==> src/design/lcc_pkg.sv <==
// Package for the link capability, control and status register bank.
// Assumes an APB slave on a 100 MHz core clock with an async low reset.
package lcc_pkg;

  // Byte addresses of the registers on the APB window
  localparam logic [11:0] LCC_OFS_CAP  = 12'h0EC; // Link capabilities
  localparam logic [11:0] LCC_OFS_LCS  = 12'h0F0; // Control low, status high
  localparam logic [11:0] LCC_OFS_IST  = 12'h0F4; // Event status, sticky
  localparam logic [11:0] LCC_OFS_ICLR = 12'h0F8; // Event clear, write-only
  localparam logic [11:0] LCC_OFS_IEN  = 12'h0FC; // Event enable

  // Fixed link figures
  localparam logic [3:0] LCC_SPEED_2G5   = 4'h1;  // Only defined speed code
  localparam logic [5:0] LCC_WIDTH_X1    = 6'h01; // Single lane
  localparam logic [7:0] LCC_PORT_NUM    = 8'h00; // Not implemented

  // Reset values of the autoloadable capability fields
  localparam logic [1:0] LCC_ASPM_SUP_RST = 2'h3; // L0s and L1 entry
  localparam logic [2:0] LCC_L0S_LAT_RST  = 3'h3; // 256 ns to < 512 ns
  localparam logic [2:0] LCC_L1_LAT_RST   = 3'h0; // 16 us to < 32 us

  // Control field positions
  localparam int LCC_CTL_CCLK  = 6; // Common clock configuration
  localparam int LCC_CTL_ESYNC = 7; // Extended synch

  // Event bits of the interrupt status layout
  localparam int LCC_EV_TERR = 0; // Training error seen
  localparam int LCC_EV_TDONE = 1; // Training finished
  localparam int LCC_EV_LOAD = 2; // Autoload applied
  localparam int LCC_EV_N    = 3;

  // Exit sequence counts for the transmitter
  localparam logic [12:0] LCC_FTS_EXT = 13'h1000; // 4096 with extended synch
  localparam logic [12:0] LCC_FTS_NOM = 13'h0080; // Plain default, normal
  localparam logic [10:0] LCC_TS1_EXT = 11'h400;  // 1024 with extended synch
  localparam logic [10:0] LCC_TS1_NOM = 11'h010;  // Plain default, normal

  // Values delivered by the external EEPROM autoload
  typedef struct packed {
    logic [1:0] aspm_sup; // Power-state support
    logic [2:0] l0s_lat;  // L0s exit latency code
    logic [2:0] l1_lat;   // L1 exit latency code
  } lcc_ee_t;

  // Whole state of the bank
  typedef struct packed {
    logic                pready;
    logic                pslverr;
    logic [31:0]         prdata;
    lcc_ee_t             cap;       // Autoloadable capability fields
    logic [1:0]          aspm_ctl;  // Power-state entry control
    logic                cclk;      // Common clock setting
    logic                esync;     // Extended synch setting
    logic [5:0]          width;     // Negotiated width
    logic                terr;      // Training error status
    logic                ltrain;    // Training in progress
    logic [LCC_EV_N-1:0] istat;     // Sticky events
    logic [LCC_EV_N-1:0] ien;       // Event enables
    logic                irq;
    logic                rx_l0s_en; // Receiver L0s entry permit
    logic [12:0]         fts_cnt;
    logic [10:0]         ts1_cnt;
  } lcc_state_t;

  localparam lcc_state_t LCC_ST_RST = '{
    pready: 1'b0, pslverr: 1'b0, prdata: 32'h0000_0000,
    cap: '{aspm_sup: LCC_ASPM_SUP_RST, l0s_lat: LCC_L0S_LAT_RST,
           l1_lat: LCC_L1_LAT_RST},
    aspm_ctl: 2'h0, cclk: 1'b0, esync: 1'b0, width: LCC_WIDTH_X1,
    terr: 1'b0, ltrain: 1'b0, istat: 3'h0, ien: 3'h0, irq: 1'b0,
    rx_l0s_en: 1'b0, fts_cnt: LCC_FTS_NOM, ts1_cnt: LCC_TS1_NOM};

endpackage

==> src/design/lcc_regs.sv <==
// Link capability, control and status register bank with APB access.
// Assumes an APB3/APB4 master on pclk, link-layer strobes synchronous
// to pclk, and an EEPROM loader that pulses ee_load_valid once per load.
`timescale 1ns/1ps

module lcc_regs (
  input  wire logic                pclk,
  input  wire logic                presetn,
  // APB slave
  input  wire logic                psel,
  input  wire logic                penable,
  input  wire logic                pwrite,
  input  wire logic [11:0]         paddr,
  input  wire logic [31:0]         pwdata,
  input  wire logic [3:0]          pstrb,
  output logic                     pready,
  output logic [31:0]              prdata,
  output logic                     pslverr,
  // EEPROM autoload
  input  wire logic                ee_load_valid,
  input  wire lcc_pkg::lcc_ee_t    ee_load,
  // Link layer status
  input  wire logic                train_active,
  input  wire logic                train_fail,
  input  wire logic                link_l0,
  input  wire logic [5:0]          neg_width,
  // Link layer control
  output logic                     tx_l0s_en,
  output logic                     tx_l1_en,
  output logic                     rx_l0s_en,
  output logic                     common_clk,
  output logic [12:0]              fts_count,
  output logic [10:0]              ts1_count,
  // Interrupt
  output logic                     irq
);
  import lcc_pkg::*;

  lcc_state_t          st_q;     // Registered state
  lcc_state_t          st_d;     // Next state
  logic                acc;      // First access cycle, answer is built
  logic                done;     // Completion edge, writes take effect
  logic                wr;       // Accepted write at completion
  logic                hit_cap;  // Address decodes
  logic                hit_lcs;
  logic                hit_ist;
  logic                hit_iclr;
  logic                hit_ien;
  logic                mapped;   // Any register hit
  logic [31:0]         rd;       // Read mux
  logic [LCC_EV_N-1:0] ev;       // Events this cycle
  logic [LCC_EV_N-1:0] clr;      // Software clear mask

  // Address decode, word aligned
  assign hit_cap  = (paddr == LCC_OFS_CAP);
  assign hit_lcs  = (paddr == LCC_OFS_LCS);
  assign hit_ist  = (paddr == LCC_OFS_IST);
  assign hit_iclr = (paddr == LCC_OFS_ICLR);
  assign hit_ien  = (paddr == LCC_OFS_IEN);
  assign mapped   = hit_cap | hit_lcs | hit_ist | hit_iclr | hit_ien;

  // One wait state: pready rises in the second access cycle
  assign acc  = psel & penable & ~st_q.pready;
  assign done = psel & penable & st_q.pready;
  // Unmapped writes are dropped, the error answer says why
  assign wr   = done & pwrite & ~st_q.pslverr;

  // Read mux; fixed fields are constants so writes cannot reach them
  always_comb begin
    rd = 32'h0000_0000;
    if (hit_cap) begin
      // Port number fixed, width x1, speed 2.5 Gb/s
      rd = {LCC_PORT_NUM, 6'h00, st_q.cap.l1_lat, st_q.cap.l0s_lat,
            st_q.cap.aspm_sup, LCC_WIDTH_X1, LCC_SPEED_2G5};
    end else if (hit_lcs) begin
      // Slot clock, retrain, disable and completion bits read zero
      rd = {3'h0, 1'b0, st_q.ltrain, st_q.terr, st_q.width,
            LCC_SPEED_2G5, 8'h00, st_q.esync, st_q.cclk, 4'h0,
            st_q.aspm_ctl};
    end else if (hit_ist) begin
      rd = {29'h0000_0000, st_q.istat};
    end else if (hit_ien) begin
      rd = {29'h0000_0000, st_q.ien};
    end else begin
      // Clear register is write-only and reads zero
      rd = 32'h0000_0000;
    end
  end

  // Event sources for the sticky status bits
  always_comb begin
    ev = '0;
    ev[LCC_EV_TERR]  = train_fail;
    ev[LCC_EV_TDONE] = st_q.ltrain & ~train_active;
    ev[LCC_EV_LOAD]  = ee_load_valid;
  end

  // Software clear, only through the low byte lane
  assign clr = (wr & hit_iclr & pstrb[0]) ? pwdata[LCC_EV_N-1:0] : '0;

  // Next-state logic for the whole bank
  always_comb begin
    st_d = st_q;
    // Bus answer, built in the first access cycle
    st_d.pready  = acc;
    st_d.pslverr = acc & ~mapped;
    st_d.prdata  = (acc & mapped & ~pwrite) ? rd : 32'h0000_0000;

    // Autoload may replace defaults; software never can
    if (ee_load_valid) begin
      st_d.cap = ee_load;
    end

    // Control writes; the status half is read-only
    if (wr & hit_lcs & pstrb[0]) begin
      st_d.aspm_ctl = pwdata[1:0];
      st_d.cclk     = pwdata[LCC_CTL_CCLK];
      st_d.esync    = pwdata[LCC_CTL_ESYNC];
    end

    // Enable writes
    if (wr & hit_ien & pstrb[0]) begin
      st_d.ien = pwdata[LCC_EV_N-1:0];
    end

    // Training in progress mirrors the link layer
    st_d.ltrain = train_active;

    // A failure in the same cycle as L0 wins, so it is never lost
    if (train_fail) begin
      st_d.terr = 1'b1;
    end else if (link_l0) begin
      st_d.terr = 1'b0;
    end

    // Negotiated width is captured on reaching L0
    if (link_l0) begin
      st_d.width = neg_width;
    end

    // Sticky events: a new event beats a simultaneous clear
    st_d.istat = (st_q.istat & ~clr) | ev;

    // Level interrupt from the next status, so it stays a flop
    st_d.irq = |(st_d.istat & st_d.ien);

    // Receiver L0s does not depend on the control field
    st_d.rx_l0s_en = 1'b1;

    // Exit sequence counts follow the extended synch setting
    st_d.fts_cnt = st_d.esync ? LCC_FTS_EXT : LCC_FTS_NOM;
    st_d.ts1_cnt = st_d.esync ? LCC_TS1_EXT : LCC_TS1_NOM;
  end

  // State register
  always_ff @(posedge pclk or negedge presetn) begin
    if (!presetn) begin
      st_q <= LCC_ST_RST;
    end else begin
      st_q <= st_d;
    end
  end

  // Outputs straight from flops
  assign pready     = st_q.pready;
  assign pslverr    = st_q.pslverr;
  assign prdata     = st_q.prdata;
  assign tx_l0s_en  = st_q.aspm_ctl[0];
  assign tx_l1_en   = st_q.aspm_ctl[1];
  assign rx_l0s_en  = st_q.rx_l0s_en;
  assign common_clk = st_q.cclk;
  assign fts_count  = st_q.fts_cnt;
  assign ts1_count  = st_q.ts1_cnt;
  assign irq        = st_q.irq;
endmodule

==> config.mk <==
export PLATFORM = sky130hd
export DESIGN_NAME = lcc_regs
export DESIGN_NICKNAME = d
export VERILOG_FILES = /design/src/design/lcc_pkg.sv /design/src/design/lcc_regs.sv
export SDC_FILE = /design/constraint.sdc
export NUM_CORES = 1
export LEC_CHECK = 0
export BUFFER_PORTS_ARGS = -buffer_cell sky130_fd_sc_hd__buf_2
export CAP_MARGIN = 20
export CORE_MARGIN = 3
export CORE_UTILIZATION = 48
export DETAILED_ROUTE_END_ITERATION = 7
export PLACE_DENSITY = 0.94
export SLEW_MARGIN = 5
export SYNTH_ARGS = -nofsm -noshare
export SYNTH_HDL_FRONTEND = slang
export SYNTH_SLANG_ARGS = --single-unit
==> constraint.sdc <==
create_clock -name pclk -period 4.1 [get_ports pclk]
set_clock_uncertainty 0.05 [all_clocks]
set_input_delay 0.205 -clock pclk [delete_from_list [all_inputs] [get_ports pclk]]
set_output_delay 0.205 -clock pclk [all_outputs]
set_load 0.01 [all_outputs]
Word level (Yosys, flattened, before mapping)
Cells that the tools add are included.
- output and inout bits: 63
- word-level logic and storage cells: 65
- input bits: 71
- register bits after elaboration: 86
- bitwise logic cells: 28
- multiplexer cells: 12
- reductions and logical operators: 2
- equality and inequality tests: 5
- operators by type and width (operator ; number):
    $mux 32 ; 2
    $eq 12x8->1 const B ; 5
    $mux 28 ; 1
    $and 1x1->1 ; 15
    $mux 13 ; 1
    $mux 3 ; 4
    $mux 11 ; 1
    $and 3x3->3 ; 2
    $not 1->1 ; 5
    $or 1x1->1 ; 4
    $mux 1 ; 3
    $not 3->3 ; 1
    $or 3x3->3 ; 1
    $reduce_or 3->1 ; 1
    $reduce_bool 2->1 ; 1

Depth between registers and ports, before layout
- word-level depth: 12
- depth in mapped cells: 6
- mapped depth without buffers: 5

Worst setup path after synthesis
Ideal clock, no wire load.
- kind: input -> register
- start: input port paddr[9]
- end: register st_q, in the netlist common_clk
- setup time: 125 ps
- required time: 3925 ps
- stages on the path: 5
- buffers on the path: 0
- slack: 2323 ps
- arrival: 1603 ps
- path through: nor4_4 -> nand4_1 -> or3_4 -> nor3_4 -> mux2_2
- longest elaborated chain between the ends: 3
- ends and longest elaborated chain (element ; line ; RTL):
    from (decl) ; lcc_regs.sv:13 ; input wire logic [11:0] paddr,
    $eq 12x8->1 ; lcc_regs.sv:56 ; assign hit_lcs = (paddr == LCC_OFS_LCS);
    $and 1x1->1 (2 in series) ; lcc_regs.sv:115 ; if (wr & hit_lcs & pstrb[0]) begin
    to (signal assigned) ; lcc_regs.sv:160 ; st_q <= st_d;
    to (decl) ; lcc_regs.sv:39 ; lcc_state_t st_q;
Every way passes these cells.
A chain may end at the register's enable or synchronous reset.

==> out/qor.txt <==
NetSw - 214 µW
CTS HTree Levels - 2
TritonCTS clock tree - built
Core area - 0.00488 mm²
Count of cell types in the netlist - 38
Setup slack at placement - 2000 ps
Post-Route WL - 4390 µm
Pwr dens - 332 mW/mm²
Detail Placement HPWL - 3380 µm
Synth Area in Adders - 0
RSZ-0062 raised after global routing - no
Iter 0 DRT Violations - 52
Reg clk slew, reported paths - 100 ps
Final Cycle Share - 0.488
CP Capture Type - flip-flop
Post-synthesis sequential area ratio - 0.531
Setup WS post-layout - 2100 ps
Die ar. - 0.00614 mm²
Type of the worst setup path - flip-flop to flip-flop
Ys Warns - 0
Fraction of layout cells with a size suffix above 1 - 0.418
Peak supply drop - 0.000203 V
Largest net degree at the start of global routing - 33
Final net count - 338
Worst Reg-to-Reg Cells - 5
Die height - 78.3 µm
Initial Utilization - 0.515
Worst Path Arrival - 2110 ps
Post-Synth XOR/XNOR Area - 0
Worst Path Buf+Inv - 0
Avg Cell Area, Syn - 11.7 µm²
Worst-margin pin slew - 671 ps
Compound-Gate Fraction of Synth Area - 0.0388
Drt pass-1 iters - 4
Post-Syn Instances - 215
Via/cell ratio - 4.62
Synth Area in Simple Gates - 0.129
Worst hold path type - input pin to flip-flop
Critical path's top delay family - simple AND/OR/NAND/NOR gates
Final setup viols - 0
Static leakage - 0.00148 µW
Critical Path Max Stage Delay - 570 ps
Number of CTS-inserted buffers - 5
I/O pin cnt - 134
Run status - complete, no violations
Combinational share of power - 0.093
Critical-path top delay cell - nor4_1
Final Hold Viols - 0
CTS sink count - 53
Via count of the routed design - 1549
Power Internal - 701 µW
Largest family of logic cells by synthesized area - buffers and inverters
Width of the die - 78.3 µm
Gp weighted congestion - 0.838
Initial antenna violation count - 0
Inserted Diodes - 0
Power Total - 915 µW
WHS - 77.1 ps
Setup TNS Final - 0 ps
Slew Limit Fails - 0
Critical Path RT - 4210 ps
Netlist Area Pre-Place - 0.00251 mm²
Clk buf depth - 2
Post-CTS Setup Bufs - 0
Filler cells - 424
CTS resizes - 0
Routed len/inst - 13.1 µm
Commonest non-fill, non-tap cell in the layout - buf_2
Slew headroom - 0.548
Clk root buf - clkbuf_8
IO buf count - 73
Layout area overhead - 9.71%
Row cnt - 25
Critical path peak fanout - 3
Register bit count reported by yosys - 53
Flop pwr share - 0.601
Routed Antenna Nets - 0
Drc violations - 0
Most frequent cells in the layout - buf_2, dfrtp_1, conb_1
FFs w/ async S/R, synth - 1.00
Wire length of the first global-routing pass - 7130 µm
Type of origin of the critical path - flip-flop
Insertion delay to the later sink of the worst-skew pair - 290 ps
All-Layer GR Usage - 0.150
Achievable Freq - 0.500 GHz
Crit-path cells - nand4b_1 -> nor4_1 -> nand3_1 -> a2bb2oi_1 -> o221ai_1
CP Depth - 5
Number of global-route vias before repair - 1512
Ys flop type - dfrtp_1
Hold-critical path depth - 2
Clk pwr share - 0.307
Mux cell area share after synthesis - 0.101
Number of enable flip-flop cells after synthesis - 0
Total gr overflow - 0
Sw Share - 0.233
Fin crit period - 2000 ps
Max-cap violations - 0
cell families (layout without fill, tap and decap cells):
| logic type | Yosys count | after routing |
|---|---|---|
| other | 2 | 31 |
| AOI/OAI and AO/OA | 14 | 14 |
| and+or+nand+nor | 50 | 50 |
| DFF | 53 | 53 |
| muxes | 23 | 23 |
| buffers and inverters | 73 | 97 |
metrics by stage:
step / instance area [µm²] / util / instances
CTS: 2760 / 0.565 / 335
floorplan: 2620 / - / 244
global route: 2760 / 0.565 / 335
finish: 2760 / 0.565 / 335
global placement: 2620 / 0.537 / 323
detailed placement: 2640 / 0.541 / 324
worst register-to-register path: cells and delay by family, from the launching register on:
kind | cells | cell delay [ps]
and+or+nand+nor | 3 | 1020
DFF | 1 | 380
AOI/OAI and AO/OA | 2 | 420
cell usage after synthesis (all sizes together) (3+ instances only):
cell	count	area, µm²
nor4	3	33.8
nand2	4	15.0
dfstp	6	158
and2	16	100
a21oi	3	15.0
mux2	19	214
buf	59	442
nor2	9	36.3
inv	12	45.0
or3	3	23.8
mux2i	4	40.0
nor3	6	52.6
dfrtp	47	1180
state kept, by name, summed over array words and instances (netlist names):
name	flops
st_q	23
prdata	22
common_clk	1
irq	1
pready	1
pslverr	1
rx_l0s_en	1
ts1_count	1
tx_l0s_en	1
tx_l1_en	1
layer usage:
metal,track usage,share of wire,up-vias
met3,0.0367,0.073,4
met2,0.268,0.52,83
met5,0,0,-
met4,0.0542,0.010,0
li1,-,-,722
met1,0.175,0.40,740
power by group through the flow:
stage	clock network [µW]	logic, µW	registers, µW
after floorplan	0	63.7	558
after global placement	0	77.7	559
after detailed placement	0	82.9	560
after CTS	293	85.4	550
after global routing	318	95.0	552
final	280	84.7	549
layout make-up:
type | count | area (µm²) | area share
Sequential cell | 53 | 1330 | 0.484
Multi-Input combinational cell | 118 | 793 | 0.288
Timing Repair Buffer | 77 | 415 | 0.151
Tap cell | 67 | 83.8 | 0.0304
Clock buffer | 7 | 76.3 | 0.0277
Inverter | 12 | 45.0 | 0.0163
Clock inverter | 1 | 8.76 | 0.00318
path summary, 6_finish.rpt:
kind | start | to | slack, ps
setup / recovery | pslverr | irq | 2100
hold / removal | ee_load[0] | st_q[44] | 80
setup reg to reg | pslverr | irq | 2100
hold reg to reg | st_q[40] | ts1_count[4] | 420
max in group asynchronous | presetn | st_q[34] | 3010
min in group asynchronous | presetn | st_q[44] | 360
what timing repair did:
action	in CTS	in global routing
endpoints found under the hold margin	19	0
setup endpoints to repair	0	0
hold buffers	3	0
Note: power is estimated with default switching activity, not from simulation.
